--- config.mk ---
export PLATFORM = sky130hd
export DESIGN_NAME = dtc_core
export DESIGN_NICKNAME = d
export VERILOG_FILES = /design/src/dtc_pkg.sv /design/src/dtc_tick.sv /design/src/dtc_core.sv
export SDC_FILE = /design/constraint.sdc
export NUM_CORES = 1
export LEC_CHECK = 0
export ABC_AREA = 1
export BUFFER_PORTS_ARGS = -buffer_cell sky130_fd_sc_hd__buf_2
export CORE_MARGIN = 10
export CORE_UTILIZATION = 45
export CTS_CLUSTER_SIZE = 25
export DETAILED_ROUTE_END_ITERATION = 10
export PLACE_DENSITY = 0.75
export SYNTH_ARGS = -nofsm -noshare
export SYNTH_HDL_FRONTEND = slang
export SYNTH_HIERARCHICAL = 1
export SYNTH_SLANG_ARGS = --single-unit
--- constraint.sdc ---
create_clock -name clk -period 3.4 [get_ports clk]
set_clock_uncertainty 0.1 [all_clocks]
set_input_delay 0.34 -clock clk [delete_from_list [all_inputs] [get_ports clk]]
set_output_delay 0.34 -clock clk [all_outputs]
set_load 0.03 [all_outputs]
--- src/dtc_pkg.sv ---
// Summary of operation
// - Overflow flag set by hardware, cleared on vectoring
// - Run bit starts and stops each timer
// - External flag set by edge/level, level tracks pin
// - Type bit picks falling edge or low level
// - Gate: count only while pin high and run
// - Counter select: count falling edges of pin
// - Mode 00: 8-bit counter with 5-bit prescaler
// - Mode 01: full 16-bit counter, no prescale
// - Mode 10: low byte reloads from high byte
// - Mode 11: timer 0 split, high uses timer 1 controls
// - Timer 1 in mode 11 stops and holds
// - Clock select: one divides by 4, zero by 12
// - Watchdog interval code exported, reset 512 longer
// - Stretch field resets to one, access stretch+2 cycles
// - On-chip SRAM accesses always two machine cycles
// - Count bytes readable and writable separately
// - Control register bit-addressable, unmapped addresses read all ones
package dtc_pkg;

	// ----------------------------------------------------------------
	// Register addresses
	// ----------------------------------------------------------------
	localparam logic [7:0] DTC_ADDR_CTRL  = 8'h88; // Run and flag register
	localparam logic [7:0] DTC_ADDR_MODE  = 8'h89; // Timer mode register
	localparam logic [7:0] DTC_ADDR_CL0   = 8'h8a; // Count 0 low byte
	localparam logic [7:0] DTC_ADDR_CL1   = 8'h8b; // Count 1 low byte
	localparam logic [7:0] DTC_ADDR_CH0   = 8'h8c; // Count 0 high byte
	localparam logic [7:0] DTC_ADDR_CH1   = 8'h8d; // Count 1 high byte
	localparam logic [7:0] DTC_ADDR_CKDIV = 8'h8e; // Clock divide select

	// ----------------------------------------------------------------
	// Field positions
	// ----------------------------------------------------------------
	localparam int DTC_CTRL_OVF_B  = 7; // ovf_flag_b
	localparam int DTC_CTRL_RUN_B  = 6; // run_bit_b
	localparam int DTC_CTRL_OVF_A  = 5; // ovf_flag_a
	localparam int DTC_CTRL_RUN_A  = 4; // run_bit_a
	localparam int DTC_CTRL_EIF_B  = 3; // ext_irq_flag_b
	localparam int DTC_CTRL_EIT_B  = 2; // ext_irq_type_b
	localparam int DTC_CTRL_EIF_A  = 1; // ext_irq_flag_a
	localparam int DTC_CTRL_EIT_A  = 0; // ext_irq_type_a
	localparam int DTC_MODE_GATE   = 3; // Gate bit within each nibble
	localparam int DTC_MODE_CNT    = 2; // Counter select within nibble
	localparam int DTC_CK_WD_LO    = 6; // Watchdog interval code
	localparam int DTC_CK_SEL_C    = 5; // clk_div_sel_c
	localparam int DTC_CK_SEL_B    = 4; // clk_div_sel_b
	localparam int DTC_CK_SEL_A    = 3; // clk_div_sel_a
	localparam int DTC_CK_STR_LO   = 0; // Stretch field

	// ----------------------------------------------------------------
	// Reset values and timing
	// ----------------------------------------------------------------
	localparam logic [7:0] DTC_CKDIV_RST  = 8'h01; // Stretch of one
	localparam logic [3:0] DTC_DIV_FAST   = 4'h4;  // Divide by 4
	localparam logic [3:0] DTC_DIV_SLOW   = 4'hc;  // Divide by 12
	localparam logic [4:0] DTC_PRESC_MAX  = 5'h1f; // Prescaler wrap
	localparam logic [3:0] DTC_MC_BASE    = 4'h2;  // Minimum access cycles
	localparam int         DTC_WD_EXTRA   = 512;   // Reset after interrupt

	// Operating modes
	typedef enum logic [1:0] {
		DTC_M13, DTC_M16, DTC_MRELOAD, DTC_MSPLIT
	} dtc_mode_e;

endpackage : dtc_pkg

--- src/dtc_tick.sv ---
`timescale 1ns/100ps
// ----------------------------------------------------------------
// Count clock divider: one tick every 4 or 12 clocks
// ----------------------------------------------------------------
module dtc_tick
	import dtc_pkg::*;
(
	input  wire logic clk,      // Core clock
	input  wire logic nrst,     // Async reset, active low
	input  wire logic ce,       // Clock enable
	input  wire logic sel_fast, // One selects divide by 4
	output logic      tick      // One-cycle count pulse
);
	typedef struct packed {
		logic [3:0] cnt; // Cycle counter
	} dtc_tick_s;

	dtc_tick_s st_q, st_d;
	logic [3:0] div;

	// ----------------------------------------------------------------
	// Next state
	// ----------------------------------------------------------------
	always_comb begin
		st_d = st_q;
		div  = sel_fast ? DTC_DIV_FAST : DTC_DIV_SLOW;
		tick = ce && (st_q.cnt >= div - 4'h1);
		if (tick)
			st_d.cnt = 4'h0;
		else if (ce)
			st_d.cnt = st_q.cnt + 4'h1;
	end

	// State register
	always_ff @(posedge clk or negedge nrst) begin
		if (!nrst)
			st_q <= '0;
		else
			st_q <= st_d;
	end
endmodule : dtc_tick

--- src/dtc_core.sv ---
`timescale 1ns/100ps
// ----------------------------------------------------------------
// Dual timer/counter with external interrupt flags
// ----------------------------------------------------------------
module dtc_core (
	input  wire logic       clk,           // Core clock, 125 MHz
	input  wire logic       nrst,          // Async reset, active low
	input  wire logic       ce,            // Clock enable, freezes state
	input  wire logic [7:0] reg_addr,      // Direct register address
	input  wire logic       reg_wr,        // Byte write strobe
	input  wire logic       reg_rd,        // Byte read strobe
	input  wire logic [7:0] reg_wdata,     // Write data
	output logic      [7:0] reg_rdata,     // Read data, registered
	input  wire logic       bit_wr,        // Single-bit write strobe
	input  wire logic [2:0] bit_sel,       // Bit index in control register
	input  wire logic       bit_val,       // Value for bit write
	input  wire logic       ext_irq_pin_a, // External interrupt pin 0
	input  wire logic       ext_irq_pin_b, // External interrupt pin 1
	input  wire logic       cnt_pin_a,     // External count pin 0
	input  wire logic       cnt_pin_b,     // External count pin 1
	input  wire logic       vec_ovf_a,     // Vectoring to timer 0 service
	input  wire logic       vec_ovf_b,     // Vectoring to timer 1 service
	input  wire logic       vec_ext_a,     // Vectoring to ext interrupt 0
	input  wire logic       vec_ext_b,     // Vectoring to ext interrupt 1
	input  wire logic       xram_onchip,   // Access targets on-chip SRAM
	output logic            ovf_flag_a,    // Timer 0 overflow flag
	output logic            ovf_flag_b,    // Timer 1 overflow flag
	output logic            ext_irq_flag_a,// External flag 0
	output logic            ext_irq_flag_b,// External flag 1
	output logic      [1:0] wdog_interval, // Watchdog interval code
	output logic            clk_div_sel_c, // Timer 2 divide select
	output logic      [3:0] movx_cycles    // Access length in machine cycles
);
	import dtc_pkg::*;

	// ----------------------------------------------------------------
	// State
	// ----------------------------------------------------------------
	typedef struct packed {
		logic [7:0] ctrl;     // Run and flag register
		logic [7:0] mode;     // Timer mode register
		logic [7:0] cl0;      // Count 0 low
		logic [7:0] cl1;      // Count 1 low
		logic [7:0] ch0;      // Count 0 high
		logic [7:0] ch1;      // Count 1 high
		logic [7:0] ckdiv;    // Clock divide select
		logic [1:0] pin_eip;  // Previous ext pins
		logic [1:0] pin_cnt;  // Previous count pins
		logic [7:0] rdata;    // Read data register
	} dtc_core_s;

	dtc_core_s st_q, st_d;
	logic tick_a, tick_b;                // Internal count ticks
	logic en_a, en_b;                    // Timer enables
	logic inc_a, inc_b, inc_hsplit;      // Count events
	logic ovf_a, ovf_b;                  // Overflow events this cycle
	logic [1:0] ext_pin, cnt_pin;
	logic [1:0] ext_set;
	dtc_mode_e md_a, md_b;

	// ----------------------------------------------------------------
	// Count clock dividers
	// ----------------------------------------------------------------
	dtc_tick u_tick_a (
		.clk      (clk),
		.nrst     (nrst),
		.ce       (ce),
		.sel_fast (st_q.ckdiv[DTC_CK_SEL_A]),
		.tick     (tick_a)
	);
	dtc_tick u_tick_b (
		.clk      (clk),
		.nrst     (nrst),
		.ce       (ce),
		.sel_fast (st_q.ckdiv[DTC_CK_SEL_B]),
		.tick     (tick_b)
	);

	// ----------------------------------------------------------------
	// Count event selection
	// ----------------------------------------------------------------
	always_comb begin
		ext_pin = {ext_irq_pin_b, ext_irq_pin_a};
		cnt_pin = {cnt_pin_b, cnt_pin_a};
		md_a    = dtc_mode_e'(st_q.mode[1:0]);
		md_b    = dtc_mode_e'(st_q.mode[5:4]);
		// Gate means run and pin high, otherwise run alone
		en_a = st_q.ctrl[DTC_CTRL_RUN_A] &&
			(!st_q.mode[DTC_MODE_GATE] || ext_pin[0]);
		en_b = st_q.ctrl[DTC_CTRL_RUN_B] &&
			(!st_q.mode[4 + DTC_MODE_GATE] || ext_pin[1]);
		// Counter mode takes falling pin edges, timer mode the ticks
		inc_a = ce && en_a && (st_q.mode[DTC_MODE_CNT]
			? (st_q.pin_cnt[0] && !cnt_pin[0]) : tick_a);
		inc_b = ce && en_b && (st_q.mode[4 + DTC_MODE_CNT]
			? (st_q.pin_cnt[1] && !cnt_pin[1]) : tick_b);
		// Split high half is a timer under timer 1 run bit only
		inc_hsplit = ce && (md_a == DTC_MSPLIT) &&
			st_q.ctrl[DTC_CTRL_RUN_B] && tick_a;
	end

	// ----------------------------------------------------------------
	// Next state
	// ----------------------------------------------------------------
	always_comb begin
		st_d  = st_q;
		ovf_a = 1'b0;
		ovf_b = 1'b0;

		// Register writes first so hardware events below win
		if (ce && reg_wr) begin
			case (reg_addr)
				DTC_ADDR_CTRL:  st_d.ctrl  = reg_wdata;
				DTC_ADDR_MODE:  st_d.mode  = reg_wdata;
				DTC_ADDR_CL0:   st_d.cl0   = reg_wdata;
				DTC_ADDR_CL1:   st_d.cl1   = reg_wdata;
				DTC_ADDR_CH0:   st_d.ch0   = reg_wdata;
				DTC_ADDR_CH1:   st_d.ch1   = reg_wdata;
				DTC_ADDR_CKDIV: st_d.ckdiv = reg_wdata;
				default: ;
			endcase
		end
		if (ce && bit_wr)
			st_d.ctrl[bit_sel] = bit_val;

		// Vectoring clears; overflow flags always, ext only in edge mode
		if (ce && vec_ovf_a)
			st_d.ctrl[DTC_CTRL_OVF_A] = 1'b0;
		if (ce && vec_ovf_b)
			st_d.ctrl[DTC_CTRL_OVF_B] = 1'b0;
		if (ce && vec_ext_a && st_q.ctrl[DTC_CTRL_EIT_A])
			st_d.ctrl[DTC_CTRL_EIF_A] = 1'b0;
		if (ce && vec_ext_b && st_q.ctrl[DTC_CTRL_EIT_B])
			st_d.ctrl[DTC_CTRL_EIF_B] = 1'b0;

		// Timer 0
		if (inc_a) begin
			case (md_a)
				DTC_M13: begin
					// Low five bits prescale the high byte
					if (st_q.cl0[4:0] == DTC_PRESC_MAX) begin
						st_d.cl0 = {st_q.cl0[7:5], 5'h00};
						st_d.ch0 = st_q.ch0 + 8'h01;
						ovf_a    = (st_q.ch0 == 8'hff);
					end else
						st_d.cl0 = {st_q.cl0[7:5], st_q.cl0[4:0] + 5'h01};
				end
				DTC_M16: begin
					{st_d.ch0, st_d.cl0} = {st_q.ch0, st_q.cl0} + 16'h0001;
					ovf_a = ({st_q.ch0, st_q.cl0} == 16'hffff);
				end
				DTC_MRELOAD: begin
					ovf_a    = (st_q.cl0 == 8'hff);
					st_d.cl0 = ovf_a ? st_q.ch0 : st_q.cl0 + 8'h01;
				end
				default: begin
					st_d.cl0 = st_q.cl0 + 8'h01;
					ovf_a    = (st_q.cl0 == 8'hff);
				end
			endcase
		end
		if (inc_hsplit) begin
			// Split high half borrows timer 1 overflow flag
			st_d.ch0 = st_q.ch0 + 8'h01;
			ovf_b    = (st_q.ch0 == 8'hff);
		end

		// Timer 1; mode 11 holds its value
		if (inc_b) begin
			case (md_b)
				DTC_M13: begin
					if (st_q.cl1[4:0] == DTC_PRESC_MAX) begin
						st_d.cl1 = {st_q.cl1[7:5], 5'h00};
						st_d.ch1 = st_q.ch1 + 8'h01;
						if (md_a != DTC_MSPLIT)
							ovf_b = (st_q.ch1 == 8'hff);
					end else
						st_d.cl1 = {st_q.cl1[7:5], st_q.cl1[4:0] + 5'h01};
				end
				DTC_M16: begin
					{st_d.ch1, st_d.cl1} = {st_q.ch1, st_q.cl1} + 16'h0001;
					if (md_a != DTC_MSPLIT)
						ovf_b = ({st_q.ch1, st_q.cl1} == 16'hffff);
				end
				DTC_MRELOAD: begin
					st_d.cl1 = (st_q.cl1 == 8'hff) ? st_q.ch1
						: st_q.cl1 + 8'h01;
					if (md_a != DTC_MSPLIT)
						ovf_b = (st_q.cl1 == 8'hff);
				end
				default: ;
			endcase
		end

		// Overflow set wins over any clear in the same cycle
		if (ovf_a)
			st_d.ctrl[DTC_CTRL_OVF_A] = 1'b1;
		if (ovf_b)
			st_d.ctrl[DTC_CTRL_OVF_B] = 1'b1;

		// External interrupt detection; type one is falling edge
		ext_set[0] = st_q.ctrl[DTC_CTRL_EIT_A]
			? (st_q.pin_eip[0] && !ext_pin[0]) : !ext_pin[0];
		ext_set[1] = st_q.ctrl[DTC_CTRL_EIT_B]
			? (st_q.pin_eip[1] && !ext_pin[1]) : !ext_pin[1];
		if (ce) begin
			if (ext_set[0])
				st_d.ctrl[DTC_CTRL_EIF_A] = 1'b1;
			else if (!st_q.ctrl[DTC_CTRL_EIT_A])
				st_d.ctrl[DTC_CTRL_EIF_A] = 1'b0;
			if (ext_set[1])
				st_d.ctrl[DTC_CTRL_EIF_B] = 1'b1;
			else if (!st_q.ctrl[DTC_CTRL_EIT_B])
				st_d.ctrl[DTC_CTRL_EIF_B] = 1'b0;
			st_d.pin_eip = ext_pin;
			st_d.pin_cnt = cnt_pin;
		end

		// Read data; unmapped addresses read as all ones
		if (ce && reg_rd) begin
			case (reg_addr)
				DTC_ADDR_CTRL:  st_d.rdata = st_q.ctrl;
				DTC_ADDR_MODE:  st_d.rdata = st_q.mode;
				DTC_ADDR_CL0:   st_d.rdata = st_q.cl0;
				DTC_ADDR_CL1:   st_d.rdata = st_q.cl1;
				DTC_ADDR_CH0:   st_d.rdata = st_q.ch0;
				DTC_ADDR_CH1:   st_d.rdata = st_q.ch1;
				DTC_ADDR_CKDIV: st_d.rdata = st_q.ckdiv;
				default:        st_d.rdata = 8'hff;
			endcase
		end
	end

	// ----------------------------------------------------------------
	// State register
	// ----------------------------------------------------------------
	always_ff @(posedge clk or negedge nrst) begin
		if (!nrst) begin
			st_q       <= '0;
			st_q.ckdiv <= DTC_CKDIV_RST;
			st_q.pin_eip <= 2'b11;
			st_q.pin_cnt <= 2'b11;
		end else
			st_q <= st_d;
	end

	// ----------------------------------------------------------------
	// Outputs
	// ----------------------------------------------------------------
	always_comb begin
		reg_rdata      = st_q.rdata;
		ovf_flag_a     = st_q.ctrl[DTC_CTRL_OVF_A];
		ovf_flag_b     = st_q.ctrl[DTC_CTRL_OVF_B];
		ext_irq_flag_a = st_q.ctrl[DTC_CTRL_EIF_A];
		ext_irq_flag_b = st_q.ctrl[DTC_CTRL_EIF_B];
		// Watchdog reset comes 512 clocks after its interrupt
		wdog_interval  = st_q.ckdiv[DTC_CK_WD_LO +: 2];
		clk_div_sel_c  = st_q.ckdiv[DTC_CK_SEL_C];
		// On-chip SRAM ignores the stretch field
		movx_cycles    = xram_onchip ? DTC_MC_BASE
			: DTC_MC_BASE + {1'b0, st_q.ckdiv[DTC_CK_STR_LO +: 3]};
	end
endmodule : dtc_core

==> results.ini, run 1 <==
[outcome]
status=completed

[yosys]
synth_edf_count=0
yosysWarnings=6
syn_area_per_cell_um2=6.57
async_flop_share_pct=100
syn_area_mm2=0.00622
syn_inst=947
synth-seq-area-share_pct=30.7
synth-compound-area-share_pct=17.4
synthFlopType=dfrtp_1
synth_top_family_by_area=simple AND/OR/NAND/NOR gates
synth_simple_gate_area_share_pct=36.8
synthAdderAreaFrac_pct=2.21
ys_seq_elements=76
muxShareOfSynthArea_pct=0
synth_xor_area_share_pct=1.83
syn-num-nets=993
ys_types=48

[routing]
antenna_left=0
highest_layer=met4
dr.pass1.iters=5
vias=6499
wl_per_cell_um=16.4
m1WireLength_um=8240
route.met3.wl_um=1930
routed_via_density=5.57
routed_wl_um=19200
route.met2.wl_um=8530
route.detailed.drc=0
drt_iter0_drc=699

[floorplanning]
design.portCount=54
coreArea_mm2=0.0134
initial_core_util_pct=46.4
rows=42
dieArea_mm2=0.0189
die_h_um=138
die_x_um=138

[setup_path]
cp_slowest_cell=dfrtp_1
rrSetupSlack_ns=0.68
cp.required_ns=3.54
start_kind=flip-flop
r2r_cells=12
critical_path_arrival_ns=2.85
cpPeakStageDelay_ns=0.40
crit_family=simple AND/OR/NAND/NOR gates
crit_type=flip-flop to flip-flop
critPathCaptureType=flip-flop
cp_num_buf_inv=2
timing.rr.end=st_q[51]
timing.rr.start=u_tick_a/st_q[3]
path_cells=ha_1 -> nand3_1 -> a21oi_2 -> inv_1 -> o21ai_0 -> nand2_2 -> inv_1 -> nand2_1 -> nand2_2 -> a21oi_2 -> o21ai_1 -> nand2_1
crit_start=u_tick_a/st_q[3]
path_max_fanout=15

[clocking]
cts_setup_buffers=0
numCtsBuffers=9
insertion_delay_ns=0.35
path_clk_slew_ns=0.07
numClockSinks=76
ctsHoldBuffers=0
tritoncts=yes
root_buffer=clkbuf_16
clock_path_buffers=2
ctsResizeCount=0
htree_levels=3

[timing]
relSlewSlack_pct=34.0
tns_ns=0
min_period_ns=2.72
tightest_slew_ns=0.989
fmax_ghz=0.368
slew_viol_final=0
hold_viol=0
rsz0062_at_grt=false
period_share_pct=79.9
setup_violations=0

[power_and_ir_drop]
p_seq_share_pct=37.8
p_int_w=0.00211
comb_power_share_pct=37.4
net-switching-power_w=0.00163
p_per_area_mw_per_mm2=550
clock_power_share_pct=24.8
irDropWorstVdd_mv=0.408
power.total_w=0.00374
leakage_nw=3.42
p_sw_share_pct=43.5

[cells_and_area]
diodes=0
drive_above_1_share_pct=14.8
area_delta_synth_final_pct=9.47
design.final.nets=1032
nFillCells=1325

[placement]
detailed_place_hpwl_um=14500
routabilityCongestion=1.00
numPortBuffers=53

[global_route]
grt_pass1_vias=6040
overflow=0
track_usage_pct=20.9
antenna_found_initial=0
grt_first_pass_wirelength_um=31400
grt_max_degree=77

[worst_hold_path]
hold_path_class=input pin to asynchronous set/reset pin

[flow_run]
maxCapViolCount=0

==> layout make-up <==
type                            count  area, µm²  area share (%)
Tap cell                          176        220            3.23
Clock inverter                      7       58.8           0.863
Inverter                          132        500            7.35
Timing Repair Buffer               54        275            4.04
Clock buffer                        9        225            3.31
Multi-Input combinational cell    713       3620            53.2
Sequential cell                    76       1910            28.0
==> cell usage in the layout, fill, tap and decap left out, types with 16 or more instances in the layout <==
cell type	n
a21oi_1	47
buf_2	52
dfrtp_1	71
inv_1	120
nand2_1	257
nand3_1	79
nor2_1	98
o21ai_0	77
o21ai_1	24
o22ai_1	16
==> per-layer routing <==
layer	vias to the layer above	track usage, %
li1	3157	-
met1	2969	27.9
met2	331	32.0
met3	42	5.35
met4	0	7.26
met5	-	0
==> through the flow <==
stage	hold slack (ns)	utilization (%)	instances	instance area, µm²	setup slack, ns
6_report	0.0463	50.8	1167	6810	0.684
5_1_grt	0.121	50.8	1167	6810	0.413
4_1_cts	0.103	50.8	1167	6810	0.737
3_5_place_dp	0.364	48.7	1151	6530	0.748
3_3_place_gp	0.358	48.7	1151	6530	0.803
2_1_floorplan	-0.0556	-	947	6220	1.35
==> Yosys cell counts, types with 12 or more instances <==
cell	number	share of area, %
inv_1	120	7.2
nand2_2	12	1.2
a21oi_1	47	3.8
nor2_1	98	5.9
o22ai_1	16	1.6
nand3_1	79	6.4
o21ai_0	77	6.2
o21ai_1	24	1.9
dfrtp_1	71	29
nand2_1	257	16
xor2_1	12	1.7
buf_4	13	1.6
==> worst max path at each step <==
stage	end	cells after the start	slack, ns
2_1_floorplan	st_q[49]	11	1.35
3_3_place_gp	st_q[49]	12	0.80
3_5_place_dp	st_q[49]	12	0.75
4_1_cts	st_q[51]	12	0.74
5_1_grt	st_q[49]	12	0.41
6_report	st_q[51]	12	0.68
==> power groups by stage <==
| stage | logic [W] | registers, W | clock network, W |
|---|---|---|---|
| floorplan | 0.00105 | 0.00135 | 0 |
| global placement | 0.00134 | 0.00142 | 0 |
| detailed placement | 0.00136 | 0.00142 | 0 |
| CTS | 0.00137 | 0.00141 | 0.000937 |
| global route | 0.00160 | 0.00145 | 0.000978 |
| finish | 0.00140 | 0.00142 | 0.000929 |
==> sequential cells by signal, summed over array words and instances, names as in the netlist <==
name and flops:
ovf_flag_b 1, md_b 2, ext_irq_flag_b 1, st_q 49
ovf_flag_a 1, u_tick_b/st_q 4, ext_irq_flag_a 1, reg_rdata 8
u_tick_a/st_q 4, md_a 2, wdog_interval 2, clk_div_sel_c 1
==> cells by family (layout without fill, tap and decap cells) <==
group / Yosys count / count (layout)
buffers and inverters: 158 / 202
AO/OA/AOI/OAI: 193 / 193
adder cells (fa/ha/maj): 11 / 11
AND/OR/NAND/NOR: 496 / 496
flip-flops: 76 / 76
XOR/XNOR: 13 / 13
Note: power is estimated with default switching activity, not from simulation.
==> inputs of run 2 (changes only) <==
--- a/config.mk
+++ b/config.mk
@@ -11,7 +11,7 @@
 export CORE_UTILIZATION = 45
 export CTS_CLUSTER_SIZE = 25
 export DETAILED_ROUTE_END_ITERATION = 10
-export PLACE_DENSITY = 0.75
+export PLACE_DENSITY = 0.77
 export SYNTH_ARGS = -nofsm -noshare
 export SYNTH_HDL_FRONTEND = slang
 export SYNTH_HIERARCHICAL = 1
==> constraint.sdc (replaced) <==
create_clock -name clk -period 2.3 [get_ports clk]
set_clock_uncertainty 0.1 [all_clocks]
set_input_delay 0.23 -clock clk [delete_from_list [all_inputs] [get_ports clk]]
set_output_delay 0.23 -clock clk [all_outputs]
set_load 0.03 [all_outputs]
==> run 2 against run 1 <==
Hold slack got worse by 0.035 ns. Combinational power rose by 51%. Via count rose by 2.2%. Wire length rose by 3.3%. Die area did not move. Flip-flop and latch count did not move. Sequential power rose by 49%. Largest power group is now combinational cells. Highest routed layer unchanged.
==> results.ini, run 2 (synthesized netlist as in run 1, its figures left out) <==
[setup_path]
crit_type=flip-flop to flip-flop
path_cells=ha_1 -> a21oi_1 -> a21oi_2 -> inv_1 -> o21ai_1 -> nand2_2 -> buf_12 -> nand2_4 -> nand2_2 -> nor2_1 -> o21ai_1 -> nand2_1
critical_path_arrival_ns=2.31
cp.required_ns=2.42
critPathCaptureType=flip-flop
start_kind=flip-flop
path_max_fanout=13
cpPeakStageDelay_ns=0.40
cp_slowest_cell=dfrtp_1

[floorplanning]
die_x_um=138
coreArea_mm2=0.0134
rows=42
initial_core_util_pct=46.4
design.portCount=54
die_h_um=138
dieArea_mm2=0.0189

[cells_and_area]
final_common_cell=nand2_1
final_core_util_pct=52.5
top_register=st_q
area_delta_synth_final_pct=13.1
drive_above_1_share_pct=16.7
largest_reg_flops=49
mostFrequentLayoutCells=nand2_1, inv_1, nor2_1, nand3_1, o21ai_0
diodes=0
design.final.nets=1053
postLayoutCellArea_mm2=0.00704

[global_route]
antenna_found_initial=0
grt_first_pass_wirelength_um=31600
grt_max_degree=35
overflow=0
grt_pass1_vias=6121
track_usage_pct=21.0

[clocking]
clock_path_buffers=2
root_buffer=clkbuf_16
numCtsBuffers=9
path_clk_slew_ns=0.06
numClockSinks=76
insertion_delay_ns=0.34
htree_levels=3
tritoncts=yes

[timing]
relSlewSlack_pct=68.0
min_period_ns=2.18
tns_ns=0
slew_viol_final=0
period_share_pct=94.9
rsz0062_at_grt=false
hold_viol=0
setup_violations=0
tightest_slew_ns=0.481
fmax_ghz=0.458

[power_and_ir_drop]
p_seq_share_pct=36.4
p_int_w=0.00340
irDropWorstVdd_mv=0.569
leakage_nw=3.55
comb_power_share_pct=36.6
power.total_w=0.00580
clock_power_share_pct=27.0
net-switching-power_w=0.00241
p_per_area_mw_per_mm2=824
p_sw_share_pct=41.5

[routing]
vias=6644
antenna_left=0
drt_iter0_drc=893
routed_via_density=5.60
highest_layer=met4
wl_per_cell_um=16.7
route.detailed.drc=0
route.met2.wl_um=8900
routed_wl_um=19800
m1WireLength_um=8480
route.met3.wl_um=1870
dr.pass1.iters=6

[worst_hold_path]
hold_path_class=input pin to flip-flop

[placement]
numPortBuffers=53
detailed_place_hpwl_um=15300
dpl_cell_area_mm2=0.00668
routabilityCongestion=0.988

[flow_run]
maxCapViolCount=0

[outcome]
status=completed

==> run 2: cell count changes in the layout (fill, tap and decap cells not counted), sizes merged <==
cell         previous run  this run
buf                    54        74
bufinv                  0         2
clkinv                  7         5
inv                   131       129
clkbuf                  9        10
dlygate4sd3             0         1
==> run 2: power groups by stage <==
stage / combinational [W] / clock (W) / sequential [W]
6_report: 0.00212 / 0.00157 / 0.00211
2_1_floorplan: 0.00155 / 0 / 0.00199
5_1_grt: 0.00240 / 0.00163 / 0.00215
3_5_place_dp: 0.00207 / 0 / 0.00211
4_1_cts: 0.00208 / 0.00158 / 0.00208
3_3_place_gp: 0.00204 / 0 / 0.00210
==> run 2: stage by stage <==
step	setup WS (ns)	hold slack [ns]	cells
after floorplan	0.246	-0.166	947
after global placement	0.0712	0.115	1168
after detailed placement	0.0220	0.121	1168
after CTS	0.0127	0.00889	1184
after global routing	0.00414	0.0254	1187
final	0.116	0.0108	1187
==> run 2: worst max-delay path: cells and delay by family (launching register included) <==
family	cells	cell delay [ns]
AOI/OAI and AO/OA	4	0.47
adders and majority gates	1	0.33
DFF	1	0.40
buffers and inverters	2	0.30
and+or+nand+nor	5	0.47
==> run 2: layout make-up <==
| class | instances | area [µm²] |
|---|---|---|
| flip-flops and latches | 76 | 1910 |
| well taps | 176 | 220 |
| clock inverters | 5 | 85.1 |
| multi-input cells | 713 | 3630 |
| inverters | 132 | 500 |
| repair buffers | 75 | 460 |
| clock buffers | 10 | 239 |
| fillers | 1369 | 6360 |
==> run 2: what timing repair did <==
action	in CTS	in global routing
setup endpoints to repair	0	17
setup buffers	0	3
gates resized for setup	0	4
hold buffers	1	0
endpoints found under the hold margin	29	0
==> run 2: routing by layer <==
layer  GRT usage, %  vias up
met5              0        -
met4           7.20        0
met3           4.66       56
met2           32.5      353
met1           28.2     3038
li1               -     3197
==> run 2: path summary, 6_finish.rpt <==
path	from	end	slack (ns)	depth (start not counted)
max	u_tick_a/st_q[3]	st_q[49]	0.12	12
min	cnt_pin_b	st_q[9]	0.01	3
max reg2reg	u_tick_a/st_q[3]	st_q[49]	0.12	12
min reg2reg	st_q[9]	st_q[9]	0.37	2
max in group asynchronous	nrst	st_q[12]	1.19	3
min in group asynchronous	nrst	reg_rdata[6]	0.30	2
==> inputs of run 3 (changes only) <==
--- a/config.mk
+++ b/config.mk
@@ -11,6 +11,7 @@
 export CORE_UTILIZATION = 45
 export CTS_CLUSTER_SIZE = 25
 export DETAILED_ROUTE_END_ITERATION = 10
+export MAX_ROUTING_LAYER = met4
 export PLACE_DENSITY = 0.77
 export SYNTH_ARGS = -nofsm -noshare
 export SYNTH_HDL_FRONTEND = slang
==> run 3 against run 2 <==
Cell count up 0.51%. Combinational power up 3%. Critical path type unchanged. Sequential share of layout area up 0.053 points. Critical endpoint unchanged. Highest routed layer unchanged. Sequential power about the same. Largest cell class unchanged.
==> results.ini, run 3 (synthesized netlist as in run 1, its figures left out) <==
[power_and_ir_drop]
irDropWorstVdd_mv=0.505
power.total_w=0.00561
p_sw_share_pct=43.3
comb_power_share_pct=38.9
p_seq_share_pct=37.2
p_int_w=0.00318
net-switching-power_w=0.00243
clock_power_share_pct=23.9
leakage_nw=3.53
p_per_area_mw_per_mm2=799

[placement]
numPortBuffers=53
pre_cts_ws_ns=0.0540
dpl_cell_area_mm2=0.00668
routabilityCongestion=1.03
detailed_place_hpwl_um=15700

[routing]
vias=6631
drt_iter0_drc=670
routed_via_density=5.56
wl_per_cell_um=16.8
dr.pass1.iters=6
route.detailed.drc=0
routed_wl_um=20100
antenna_left=0

[timing]
fmax_ghz=0.465
tightest_slew_ns=0.509
relSlewSlack_pct=66.1
layout_setup_ws_ns=0.149
tns_ns=0
rsz0062_at_grt=true
setup_violations=0
min_period_ns=2.15
period_share_pct=93.5
hold_viol=0
slew_viol_final=0

[setup_path]
timing.rr.end=st_q[49]
cp.required_ns=2.49
crit_start=u_tick_a/st_q[3]
r2r_cells=12
path_max_fanout=8
crit_family=simple AND/OR/NAND/NOR gates
start_kind=flip-flop
timing.rr.start=u_tick_a/st_q[3]
rrSetupSlack_ns=0.15
path_cells=ha_1 -> a21oi_1 -> a21oi_2 -> inv_1 -> o21ai_1 -> nand2_2 -> clkinvlp_4 -> nand2_1 -> nand2_2 -> nor2_1 -> o21ai_1 -> nand2_1
cp_num_buf_inv=2
critPathCaptureType=flip-flop
cp_slowest_cell=dfrtp_1
worst-path-stages=12
crit_type=flip-flop to flip-flop
crit_end=st_q[49]
critical_path_arrival_ns=2.34
cpPeakStageDelay_ns=0.40

[floorplanning]
coreArea_mm2=0.0134
rows=42
die_h_um=138
initial_core_util_pct=46.4
die_x_um=138
dieArea_mm2=0.0189
design.portCount=54

[cells_and_area]
largest_reg_flops=49
final_core_util_pct=52.4
drive_above_1_share_pct=17.3
design.final.nets=1058
top_register=st_q
postLayoutCellArea_mm2=0.00703
area_delta_synth_final_pct=12.9
mostFrequentLayoutCells=nand2_1, inv_1, nor2_1, nand3_1, o21ai_0
final_common_cell=nand2_1
diodes=0
nFillCells=1367

[outcome]
status=completed

[clocking]
insertion_delay_ns=0.35
root_buffer=clkbuf_16
htree_levels=3
clock_path_buffers=2
numClockSinks=76
path_clk_slew_ns=0.06
tritoncts=yes
numCtsBuffers=9

[global_route]
track_usage_pct=22.3
grt_first_pass_wirelength_um=32400
grt_pass1_vias=6206
grt_max_degree=37
antenna_found_initial=0
overflow=0

[worst_hold_path]
hold_path_class=input pin to flip-flop

[flow_run]
maxCapViolCount=0

run 3: changes by cell type in the layout (fill, tap and decap cells not counted), sizes merged:
cell,delta
inv,+1
buf,+4
dlygate4sd3,+1
bufinv,-2
clkinvlp,+2
run 3: layout make-up:
class | count | area [µm²] | area share [%]
clock inverter | 6 | 46.3 | 0.659
timing repair buffer | 80 | 492 | 7.00
sequential | 76 | 1910 | 27.2
inverter | 132 | 504 | 7.18
multi-input combinational | 713 | 3630 | 51.6
clock buffer | 10 | 229 | 3.26
tap | 176 | 220 | 3.13
run 3: how the worst min path moves through the flow:
stage / slack (ns) / to / start / depth (start not counted)
floorplan: -0.17 / clk_div_sel_c / nrst / 0
global placement: 0.13 / reg_rdata[0] / nrst / 1
detailed placement: 0.13 / reg_rdata[0] / nrst / 1
CTS: 0.01 / st_q[8] / cnt_pin_a / 3
global route: 0.03 / st_q[8] / cnt_pin_a / 3
finish: 0.01 / st_q[8] / cnt_pin_a / 3
run 3: worst min-delay path, cell delays in order:
cell	delay (ns)
buf_2	0.11
nand2_1	0.05
o21ai_0	0.07
run 3: metal layers:
| layer | GRT usage [%] | up-vias | wire (µm) |
|---|---|---|---|
| met3 | 3.10 | 48 | 1500 |
| met5 | - | - | 0 |
| met2 | 33.3 | 300 | 9120 |
| li1 | - | 3200 | - |
| met4 | 8.78 | 0 | 643 |
| met1 | 29.8 | 3083 | 8790 |
run 3: metrics by stage:
step | hold slack, ns | instances
after floorplan | -0.166 | 947
after global placement | 0.132 | 1169
after detailed placement | 0.133 | 1169
after CTS | 0.0121 | 1187
after global routing | 0.0260 | 1193
final | 0.0123 | 1193
run 3: power by group through the flow:
stage	registers, W	logic (W)	clock network, W
2_1_floorplan	0.00199	0.00155	0
3_3_place_gp	0.00208	0.00208	0
3_5_place_dp	0.00209	0.00211	0
4_1_cts	0.00207	0.00214	0.00136
5_1_grt	0.00213	0.00245	0.00141
6_report	0.00209	0.00219	0.00134
run 3: repair_timing:
item,4_1_cts,5_1_grt
resized for setup,0,8
hold endpoints to repair,34,0
setup endpoints to repair,0,18
buffers inserted,0,6
hold buffers,2,0
